**src/shared/sasc_pkg.sv**
```systemverilog
package sasc_pkg;
    // Word layout
    localparam int unsigned WORD_W   = 5;             // Attenuation word width
    localparam int unsigned BIT_16DB = 4;             // Position of 16 dB stage
    localparam int unsigned BIT_8DB  = 3;             // Position of 8 dB stage
    localparam int unsigned BIT_4DB  = 2;             // Position of 4 dB stage
    localparam int unsigned BIT_2DB  = 1;             // Position of 2 dB stage
    localparam int unsigned BIT_1DB  = 0;             // Position of 1 dB stage
    // Host core clock, ns
    localparam int unsigned CORE_PERIOD_NS = 5;       // 200 MHz
    // Link timing figures, ns
    localparam int unsigned CLK_HIGH_NS  = 30;        // Least serial clock high time
    localparam int unsigned CLK_LOW_NS   = 30;        // Least serial clock low time
    localparam int unsigned CLK_PER_NS   = 100;       // Period at 10 MHz ceiling
    localparam int unsigned LAT_SETUP_NS = 10;        // Last clock fall to enable rise
    localparam int unsigned LAT_PULSE_NS = 30;        // Least enable high time
    // Derived cycle counts, least times round up
    localparam int unsigned CLK_PER_CYC  = (CLK_PER_NS + CORE_PERIOD_NS - 1) / CORE_PERIOD_NS;
    localparam int unsigned CLK_HALF_CYC = CLK_PER_CYC / 2;
    localparam int unsigned LAT_SETUP_CYC = (LAT_SETUP_NS + CORE_PERIOD_NS - 1) / CORE_PERIOD_NS;
    localparam int unsigned LAT_PULSE_CYC = (LAT_PULSE_NS + CORE_PERIOD_NS - 1) / CORE_PERIOD_NS;
    localparam logic [WORD_W-1:0] WORD_ZERO = 5'h00; // Cleared word
endpackage

```
**src/shared/sasc_if.sv**
```systemverilog
`timescale 1ns/1ps
`default_nettype none
// Three-wire link between host and attenuator
interface sasc_if;
    logic ser_clk;       // Serial clock, host driven
    logic ser_data;      // Serial data, host driven
    logic latch_enable;  // Latch enable, host driven
    logic latch_enable_oe;   // Host drives latch enable
    logic latch_enable_pin;  // Pin level seen by device, pull-up when undriven
    assign latch_enable_pin = latch_enable_oe ? latch_enable : 1'b1;
    modport host (output ser_clk, output ser_data, output latch_enable, output latch_enable_oe);
    modport dev  (input ser_clk, input ser_data, input latch_enable_pin);
endinterface
`default_nettype wire

```
**src/hw/sasc_host.sv**
```systemverilog
`timescale 1ns/1ps
`default_nettype none
// Host end: sends a word MSB first, then pulses latch enable
// Clock, data and latch enable all leave from core clock registers
module sasc_host
    import sasc_pkg::*;
(
    input  wire logic              core_clk,  // 200 MHz core clock
    input  wire logic              sys_rst,   // Synchronous reset, high
    input  wire logic              req,       // Start a transfer (pulse)
    input  wire logic [WORD_W-1:0] word,      // Word to send
    output var  logic              busy_q,    // Transfer in progress
    output var  logic              done_q,    // One-cycle completion pulse
    sasc_if.host                   link
);
    // One-hot sequencer states
    typedef enum logic [4:0] {
        SASC_IDLE  = 5'h01,  // Waiting for a request
        SASC_LOW   = 5'h02,  // Serial clock low, data settles
        SASC_HIGH  = 5'h04,  // Serial clock high, device samples
        SASC_SETUP = 5'h08,  // Gap before latch enable rises
        SASC_PULSE = 5'h10   // Latch enable held high
    } sasc_state_t;

    // Sequencer and link registers
    sasc_state_t       state_q;     // Sequencer state
    logic [WORD_W-1:0] shift_q;     // Outgoing word, bit now on the line in MSB
    logic [2:0]        bits_q;      // Bits left in the word
    logic [7:0]        cnt_q;       // Phase timer
    logic [7:0]        cnt_reload;  // Timer value for the next phase
    logic              sclk_q;      // Serial clock register
    logic              sdat_q;      // Serial data register
    logic              latch_q;     // Latch enable register
    logic              drive_q;     // Latch enable driven onto the pin
    // Decoded events
    logic              cnt_zero;    // Current phase has run out
    logic              take_req;    // Request accepted this cycle
    logic              bit_end;     // High phase over, clock falls
    logic              last_bit;    // Bit now ending closes the word
    logic              pulse_end;   // Latch enable pulse over

    // Link pins come straight from registers
    assign link.ser_clk         = sclk_q;
    assign link.ser_data        = sdat_q;
    assign link.latch_enable    = latch_q;
    assign link.latch_enable_oe = drive_q;

    // Phase timer has run out
    assign cnt_zero  = (cnt_q == 8'h00);
    // Requests only count while idle; busy ones are dropped
    assign take_req  = (state_q == SASC_IDLE) && req;
    // End of a high phase: clock falls and the next bit goes out
    assign bit_end   = (state_q == SASC_HIGH) && cnt_zero;
    // Fifth fall closes the word
    assign last_bit  = (bits_q == 3'h1);
    // End of the latch enable pulse
    assign pulse_end = (state_q == SASC_PULSE) && cnt_zero;

    // Timer load for the phase that follows; least times round up
    always_comb begin
        cnt_reload = 8'h00;  // Pulse end leaves timer at zero
        case (state_q)
            SASC_IDLE:  cnt_reload = 8'(CLK_HALF_CYC - 1);  // First low phase
            SASC_LOW:   cnt_reload = 8'(CLK_HALF_CYC - 1);  // High phase
            SASC_HIGH: begin
                if (last_bit) begin
                    cnt_reload = 8'(LAT_SETUP_CYC - 1);  // Gap after last fall
                end else begin
                    cnt_reload = 8'(CLK_HALF_CYC - 1);  // Next low phase
                end
            end
            SASC_SETUP: cnt_reload = 8'(LAT_PULSE_CYC - 1);  // Pulse width
            default:    cnt_reload = 8'h00;
        endcase
    end

    // Sequencer, one-hot
    always_ff @(posedge core_clk) begin
        if (sys_rst) begin
            state_q <= SASC_IDLE;
        end else begin
            case (state_q)
                SASC_IDLE: begin
                    // Start a word on request
                    if (req) begin
                        state_q <= SASC_LOW;
                    end
                end
                SASC_LOW: begin
                    // Data stable a half period before the rise
                    if (cnt_zero) begin
                        state_q <= SASC_HIGH;
                    end
                end
                SASC_HIGH: begin
                    // Five bits, then the latch enable gap
                    if (cnt_zero && last_bit) begin
                        state_q <= SASC_SETUP;
                    end else if (cnt_zero) begin
                        state_q <= SASC_LOW;
                    end
                end
                SASC_SETUP: begin
                    // Wait out the gap after the last fall
                    if (cnt_zero) begin
                        state_q <= SASC_PULSE;
                    end
                end
                SASC_PULSE: begin
                    // Hold the pulse for its least width
                    if (cnt_zero) begin
                        state_q <= SASC_IDLE;
                    end
                end
                default: state_q <= SASC_IDLE;  // Stray code recovers
            endcase
        end
    end

    // Phase timer: counts down, reloads as each phase ends
    always_ff @(posedge core_clk) begin
        if (sys_rst) begin
            cnt_q <= 8'h00;
        end else if (take_req || (state_q != SASC_IDLE && cnt_zero)) begin
            cnt_q <= cnt_reload;  // New phase
        end else if (state_q != SASC_IDLE) begin
            cnt_q <= cnt_q - 8'h01;  // Phase running
        end
    end

    // Bits left in the word
    always_ff @(posedge core_clk) begin
        if (sys_rst) begin
            bits_q <= 3'h0;
        end else if (take_req) begin
            bits_q <= 3'(WORD_W);  // Full word to go
        end else if (bit_end) begin
            bits_q <= bits_q - 3'h1;  // One bit out per fall
        end
    end

    // Outgoing word; moves one place per fall, MSB first
    always_ff @(posedge core_clk) begin
        if (sys_rst) begin
            shift_q <= WORD_ZERO;
        end else if (take_req) begin
            shift_q <= word;  // Whole word captured at the start
        end else if (bit_end) begin
            shift_q <= {shift_q[WORD_W-2:0], 1'b0};  // Next bit into MSB
        end
    end

    // Serial data; changes only while the clock is low
    always_ff @(posedge core_clk) begin
        if (sys_rst) begin
            sdat_q <= 1'b0;
        end else if (take_req) begin
            sdat_q <= word[BIT_16DB];  // 16 dB bit goes first
        end else if (bit_end) begin
            sdat_q <= shift_q[BIT_16DB-1];  // Next bit after the fall
        end
    end

    // Serial clock, divided from the core clock
    always_ff @(posedge core_clk) begin
        if (sys_rst) begin
            sclk_q <= 1'b0;  // Idles low between words
        end else if (state_q == SASC_LOW && cnt_zero) begin
            sclk_q <= 1'b1;  // Rise after a full low phase
        end else if (bit_end) begin
            sclk_q <= 1'b0;  // Fall after a full high phase
        end
    end

    // Latch enable level: low while shifting, one pulse after the word
    always_ff @(posedge core_clk) begin
        if (sys_rst) begin
            latch_q <= 1'b0;
        end else if (take_req) begin
            latch_q <= 1'b0;  // Held low while bits enter
        end else if (state_q == SASC_SETUP && cnt_zero) begin
            latch_q <= 1'b1;  // Rise after the gap
        end else if (pulse_end) begin
            latch_q <= 1'b0;  // Fall captures the word
        end
    end

    // Latch enable drive; pin is left to its pull-up until the first word
    always_ff @(posedge core_clk) begin
        if (sys_rst) begin
            drive_q <= 1'b0;  // Released at power-up
        end else if (take_req) begin
            drive_q <= 1'b1;  // Driven from the first word on
        end
    end

    // Busy flag, from request to end of pulse
    always_ff @(posedge core_clk) begin
        if (sys_rst) begin
            busy_q <= 1'b0;
        end else if (take_req) begin
            busy_q <= 1'b1;  // Word accepted
        end else if (pulse_end) begin
            busy_q <= 1'b0;  // Word applied
        end
    end

    // Completion pulse, one cycle
    always_ff @(posedge core_clk) begin
        if (sys_rst) begin
            done_q <= 1'b0;
        end else begin
            done_q <= pulse_end;  // Stands for one cycle only
        end
    end
endmodule
`default_nettype wire

```
**src/flat_wrapper.sv**
```systemverilog
// flat-port wrapper written by rule: the top's interface ports become plain ports
module sasc_host_flat import sasc_pkg::*;
  (core_clk, sys_rst, req, word, busy_q, done_q, link_ser_clk, link_ser_data, link_latch_enable, link_latch_enable_oe);
  sasc_if link_i ();
  input  wire logic core_clk;
  input  wire logic sys_rst;
  input  wire logic req;
  input  wire logic [WORD_W-1:0] word;
  output var  logic busy_q;
  output var  logic done_q;
  output wire logic [$bits(link_i.ser_clk)-1:0] link_ser_clk;
  output wire logic [$bits(link_i.ser_data)-1:0] link_ser_data;
  output wire logic [$bits(link_i.latch_enable)-1:0] link_latch_enable;
  output wire logic [$bits(link_i.latch_enable_oe)-1:0] link_latch_enable_oe;
  assign link_ser_clk = link_i.ser_clk;
  assign link_ser_data = link_i.ser_data;
  assign link_latch_enable = link_i.latch_enable;
  assign link_latch_enable_oe = link_i.latch_enable_oe;
  sasc_host u_core (.core_clk(core_clk), .sys_rst(sys_rst), .req(req), .word(word), .busy_q(busy_q), .done_q(done_q), .link(link_i));
endmodule
```
**config.mk**
```make
export PLATFORM = sky130hd
export DESIGN_NAME = sasc_host_flat
export DESIGN_NICKNAME = d
export VERILOG_FILES = /design/src/shared/sasc_pkg.sv /design/src/shared/sasc_if.sv /design/src/hw/sasc_host.sv /design/src/flat_wrapper.sv
export SDC_FILE = /design/constraint.sdc
export NUM_CORES = 1
export LEC_CHECK = 0
export ABC_CLOCK_PERIOD_IN_PS = 2300
export BUFFER_PORTS_ARGS = -buffer_cell sky130_fd_sc_hd__buf_4
export CAP_MARGIN = 20
export CORE_ASPECT_RATIO = 1.1
export CORE_MARGIN = 5
export CORE_UTILIZATION = 60
export CTS_BUF_LIST = sky130_fd_sc_hd__clkbuf_2
export DETAILED_ROUTE_END_ITERATION = 8
export PLACE_DENSITY = 0.81
export SYNTH_ARGS = -nofsm -noshare
export SYNTH_HDL_FRONTEND = slang
export SYNTH_SLANG_ARGS = --single-unit
```
**constraint.sdc**
```tcl
create_clock -name core_clk -period 2.3 [get_ports core_clk]
set_input_delay 0.115 -clock core_clk [delete_from_list [all_inputs] [get_ports core_clk]]
set_output_delay 0.115 -clock core_clk [all_outputs]
set_load 0.005 [all_outputs]
```
* Word level (Yosys, flattened, before mapping)
Index checks and enable logic that the tools add are counted. Widths: inputs -> output; s select.
Word-level totals: register bits 26, logic and storage cells 64
Cells by class: add/sub/neg operators 2, eq/ne operators 12, multiplexer cells 22, reduce and logical (&&, ||, !) cells 17
Operators with widths (count):
- $mux 5 | 6
- $pmux 5 s5 | 1
- $pmux 8 s3 | 1
- $mux 8 | 2
- $mux 4 | 3
- $reduce_bool 2->1 | 5
- $logic_not 8->1 | 1
- $sub 8x1->8 const B | 1
- $logic_and 1x1->1 | 7
- $mux 1 | 7
- $mux 3 | 2
- $ne 2x1->1 const B | 3
- $eq 5x1->1 const B | 1
- $eq 5x2->1 const B | 1
- $eq 5x3->1 const B | 1
- $eq 5x4->1 const B | 1
- $eq 5x5->1 const B | 1
- $ne 5x1->1 const B | 1
- $reduce_and 5->1 | 1
- $reduce_or 2->1 | 2
- $eq 3x1->1 const B | 1
- $ne 3x2->1 const B | 1
- $sub 3x1->3 const B | 1
- $ne 2x2->1 const B | 1
- $logic_or 1x1->1 | 1

* Depth between registers and ports, before layout
depth after elaboration 4, gate-level depth with buffers 9, depth with buffers taken out 7

* Least setup slack after synthesis
OpenSTA, ideal clock, no wires.
path kind flip-flop to flip-flop, from register u_core.cnt_q[0], to register u_core.bits_q[1], data arrival time 2.027 ns, setup slack 0.161 ns, cell stages (with the launch flop) 8, clock period less this slack 2.139 ns, path through dfxtp_1 > inv_1 > ha_1 > or4b_1 > buf_2 > nor4_4 > nor2_1 > a2111oi_1
Between the ends: longest elaborated chain between the ends 2
Ends and longest elaborated chain:
- from (decl) | RTL line sasc_host.sv:29 | logic [7:0] cnt_q;
- from (signal assigned) | RTL line sasc_host.sv:125 | cnt_q <= cnt_reload;
- from (signal assigned) | RTL line sasc_host.sv:127 | cnt_q <= cnt_q - 8'h01;
- $logic_not 8->1 | RTL line sasc_host.sv:49 | assign cnt_zero = (cnt_q == 8'h00);
- $logic_and 1x1->1 | RTL line sasc_host.sv:53 | assign bit_end = (state_q == SASC_HIGH) && cnt_zero;
- to (signal assigned) | RTL line sasc_host.sv:136 | bits_q <= 3'(WORD_W);
- to (signal assigned) | RTL line sasc_host.sv:138 | bits_q <= bits_q - 3'h1;
- to (decl) | RTL line sasc_host.sv:28 | logic [2:0] bits_q;
Every way passes these cells. A chain may end at the register's enable or synchronous reset.

* Worst setup path after layout
Ends and elaborated chain as after synthesis.

==> results <==
- With fillers left out, the area of the finished cells amounts to roughly 1600 um2.
- The die is 56.71 um wide.
- Across the VDD grid, the largest voltage drop is approximately 0.76 mV.
- Clock-pin slew was measured on the worst setup and hold paths at around 0.24 ns.
- In this run, the number of DRC markers left after iteration 0 of detailed routing was 43.
- The analysis attributes to cell leakage a power of about 0.61 nW.
- The dominant cell by count in the synthesized netlist is nor2_1.
- The average instance area after synthesis is slightly below 8 um2.
- The clock net in this run drives a total of 26 sinks.
- The register bit total from synthesis is 26.
- The clock passes through at most 2 buffers.
- The post-layout worst setup margin is about 0.17 ns.
- The upper clock frequency limit is roughly 0.47 GHz.
- The count of cell types in the netlist is 46.
- The minimum clock period after layout is around 2.1 ns.
- The share of the Yosys chip area taken by registers is a little over a third.
- In this run the power density over the cells is about 1000 nW/um2.
- Synthesis produced a netlist with a net count of 193.
- Along the worst path, the maximum fanout reaches 10.
- The count of nets left with antenna violations once routing finished came out at 0.
- The number of global-route vias before repair is between 1000 and 1500.
- The worst setup path is launched from a flop.
- TritonCTS built the clock tree.
- In this design, the stage delay of the slowest critical-path cell is 0.52 ns.
- The first detailed-routing pass took 4 iterations.
- Setup violations remaining at the end of the flow were counted as 0.
- By area the synthesized netlist is led by dfxtp_1 36%, nor2_1 8.1%, a211oi_2 3.5%.
- The run finished with clean final reports.
- For this run, the leading register cell type out of synthesis is dfxtp_1.
- The number of buffers and inverters on the critical path is 2.
- Detailed routing inserted a total of 1367 vias.
- The max-cap violation count is 0.
- The slew at the pin closest to its max-slew limit is between 0.5 and 0.6 ns.
- The number of antenna diodes in the final layout is 0.
- The clock root buffer is clkbuf_2.
- The final clock period utilization by the worst path is 92.67%.
- The routed length per instance is 14.88 um.
- The die covers around 3500 um2.
- At the placement stage, the worst setup path has a slack of between 0.1 and 0.15 ns.
- The class of the tightest hold or removal check is input port to flop.
- The number of placement rows is 18.
- Traced cell by cell, the critical path runs through inv_1, ha_1, or4b_4, nor4_4, buf_4, nor2_1, a2111oi_1.
- The largest area contributor in the synthesized netlist is dfxtp_1.
- By startpoint and endpoint, the worst setup path is classified as flop to flop.
- Compared with the post-synthesis result, the final layout area differs by 13.12%.
- The final count of hold timing violations is 0.
- The share of flip-flops with an asynchronous set or reset after synthesis is 0%.
- The core region is 2275 um2.
- Ranked by instance count, the synthesized netlist is headed by 31 x nor2_1, 26 x dfxtp_1, 12 x nand2_1, 11 x clkbuf_1.
- In this run the count of I/O pins placed on the die edge is 14.
- Summing every instance area after synthesis gives roughly 1400 um2.
- The total clock buffers created by CTS is 3.
- From bottom edge to top edge, the die measures between 60 and 70 um.
- Buffers placed on the I/O ports in this run total 13.
- During synthesis, Yosys emitted a total of 0 warnings.
- At the worst endpoint, the arrival time is ~2.4 ns.
- The number of instances in the synthesized netlist is between 150 and 200.
- On the critical path the largest part of the delay comes from simple AND/OR/NAND/NOR gates.
- The congestion estimate from routability-driven global placement came to approximately 0.86.
- The first global-routing pass estimated about 5600 um of wire.
- The total count of max-transition violations in the final report is 0.
- The final total negative setup slack is 0 ns.
- The layout cell share with drive strength beyond 1 is 16.15%.
- In this run the number of H-tree levels came out at 1.
- The required time of the critical path is between 2 and 3 ns.
- The final total power is around 1.7 mW.
- The initial antenna violation count is 0.
- The later pin in the worst-skew pair is clocked with a latency of about 0.35 ns.
- The net count reported at finish is just over 200.
- For this design, the slowest cell found on the critical path is or4b_4.
- The largest net degree at the start of global routing is 29.
- In the routed layout, each cell is associated on average with a via count of between 6 and 7.
- The global router's overall resource usage is 20.49%.
- Setup repair after global routing left no endpoint under its margin.
- In the routed design, unresolved DRC markers number 0.
- The fraction of post-synthesis cell area in the top cell type by area is a little over a third.
- The worst-case hold slack is 0.04217 ns.
- Global routing finished with a remaining overflow of 0.
- The sum of routed wire length over all layers is 3304 um.
- Yosys mapped a number of flops with a built-in enable equal to 0.
- The final clock skew is 0.01002 ns.
- For this configuration, the core starts out at a cell density of roughly 63%.
- Summing all placed instances gives a cell area of about 1600 um2.
- STA classifies the critical path endpoint as a flop.
- The HPWL after detailed placement is between 2000 and 2500 um.
- The worst slew slack as a fraction of its limit is between 60% and 70%.
-- cell type report --
type | instances | area, um2
timing repair buffer | 21 | 160.2
sequential | 26 | 520.5
multi-input combinational | 134 | 839.6
inverter | 7 | 26.28
clock buffer | 3 | 15.01
clock inverter | 1 | 30.03
fill | 201 | 645.6
tap | 30 | 37.54
-- cell families after synthesis --
| group | synth area share (%) |
|---|---|
| AND/OR/NAND/NOR | 25.98 |
| buffers and inverters | 5.908 |
| flip-flops | 36.14 |
| XOR/XNOR | 3.041 |
| multiplexers | 2.780 |
| AO/OA/AOI/OAI | 23.55 |
| adder cells (fa/ha/maj) | 2.607 |
-- power breakdown --
group | switching (mW) | internal (mW)
Sequential | 0.0918 | 0.532
Clock | 0.135 | 0.150
Combinational | 0.437 | 0.328
Total | 0.663 | 1.01
-- tightest hold or removal path: stages --
cell and delay (ns):
buf_4 0.11, nor2_1 0.11, a211oi_2 0.05
-- routing by layer --
metal  track usage (%)  wire length (um)  up-vias
li1                  -                 -      672
met1             23.93              1470      642
met2             35.97              1630       44
met3             3.354               127        9
met4             12.20                75        0
met5                 0                 0        -
-- final timing paths --
check	depth (start not counted)	slack (ns)	startpoint	endpoint
max	7	0.17	u_core.cnt_q[0]	u_core.bits_q[1]
min	3	0.04	word[3]	u_core.shift_q[3]
max reg2reg	7	0.17	u_core.cnt_q[0]	u_core.bits_q[1]
min reg2reg	2	0.51	u_core.cnt_q[6]	u_core.cnt_q[6]
-- cells in the final DEF, fill, tap and decap left out, drive strengths merged, types with 2 or more instances in the layout --
| cell | synthesis | final |
|---|---|---|
| nor2 | 31 | 31 |
| dfxtp | 26 | 26 |
| buf | 4 | 20 |
| o21ai | 14 | 14 |
| nand2 | 12 | 12 |
| a21oi | 9 | 9 |
| inv | 7 | 7 |
| nand3 | 5 | 5 |
| nor3 | 5 | 5 |
| a211oi | 5 | 5 |
| or3 | 4 | 4 |
| mux2i | 4 | 4 |
| or2 | 3 | 3 |
| a31oi | 3 | 3 |
| xnor2 | 3 | 3 |
| ha | 3 | 3 |
| clkbuf | 11 | 3 |
| nor4 | 3 | 3 |
| nor2b | 2 | 2 |
| xor2 | 2 | 2 |
| a221oi | 2 | 2 |
| o211ai | 2 | 2 |
| a32oi | 2 | 2 |
| a2111oi | 2 | 2 |
| a211o | 2 | 2 |
| or4b | 2 | 2 |
| o311ai | 2 | 2 |
-- state kept, by name (all words and copies together) (netlist names) --
name                         cells
u_core.link.ser_data             1
u_core.shift_q                   4
u_core.link.ser_clk              1
u_core.link.latch_enable         1
u_core.busy_q                    1
u_core.cnt_q                     8
u_core.done_q                    1
u_core.state_q                   5
u_core.bits_q                    3
u_core.link.latch_enable_oe      1
-- timing repair --
action | in CTS | in global routing
gates resized for setup | 0 | 2
endpoints found under the setup margin | 0 | 3
endpoints found under the hold margin | 1 | 0
hold buffers | 1 | 0
buffers inserted | 0 | 0
-- through the flow --
step / util [%] / cells
after global placement: 68.98 / 217
after detailed placement: 68.98 / 217
after CTS: 71.40 / 222
final: 71.62 / 222
after floorplan: - / 182
after global routing: 71.62 / 222
Power figures use the tool's default switching activity.
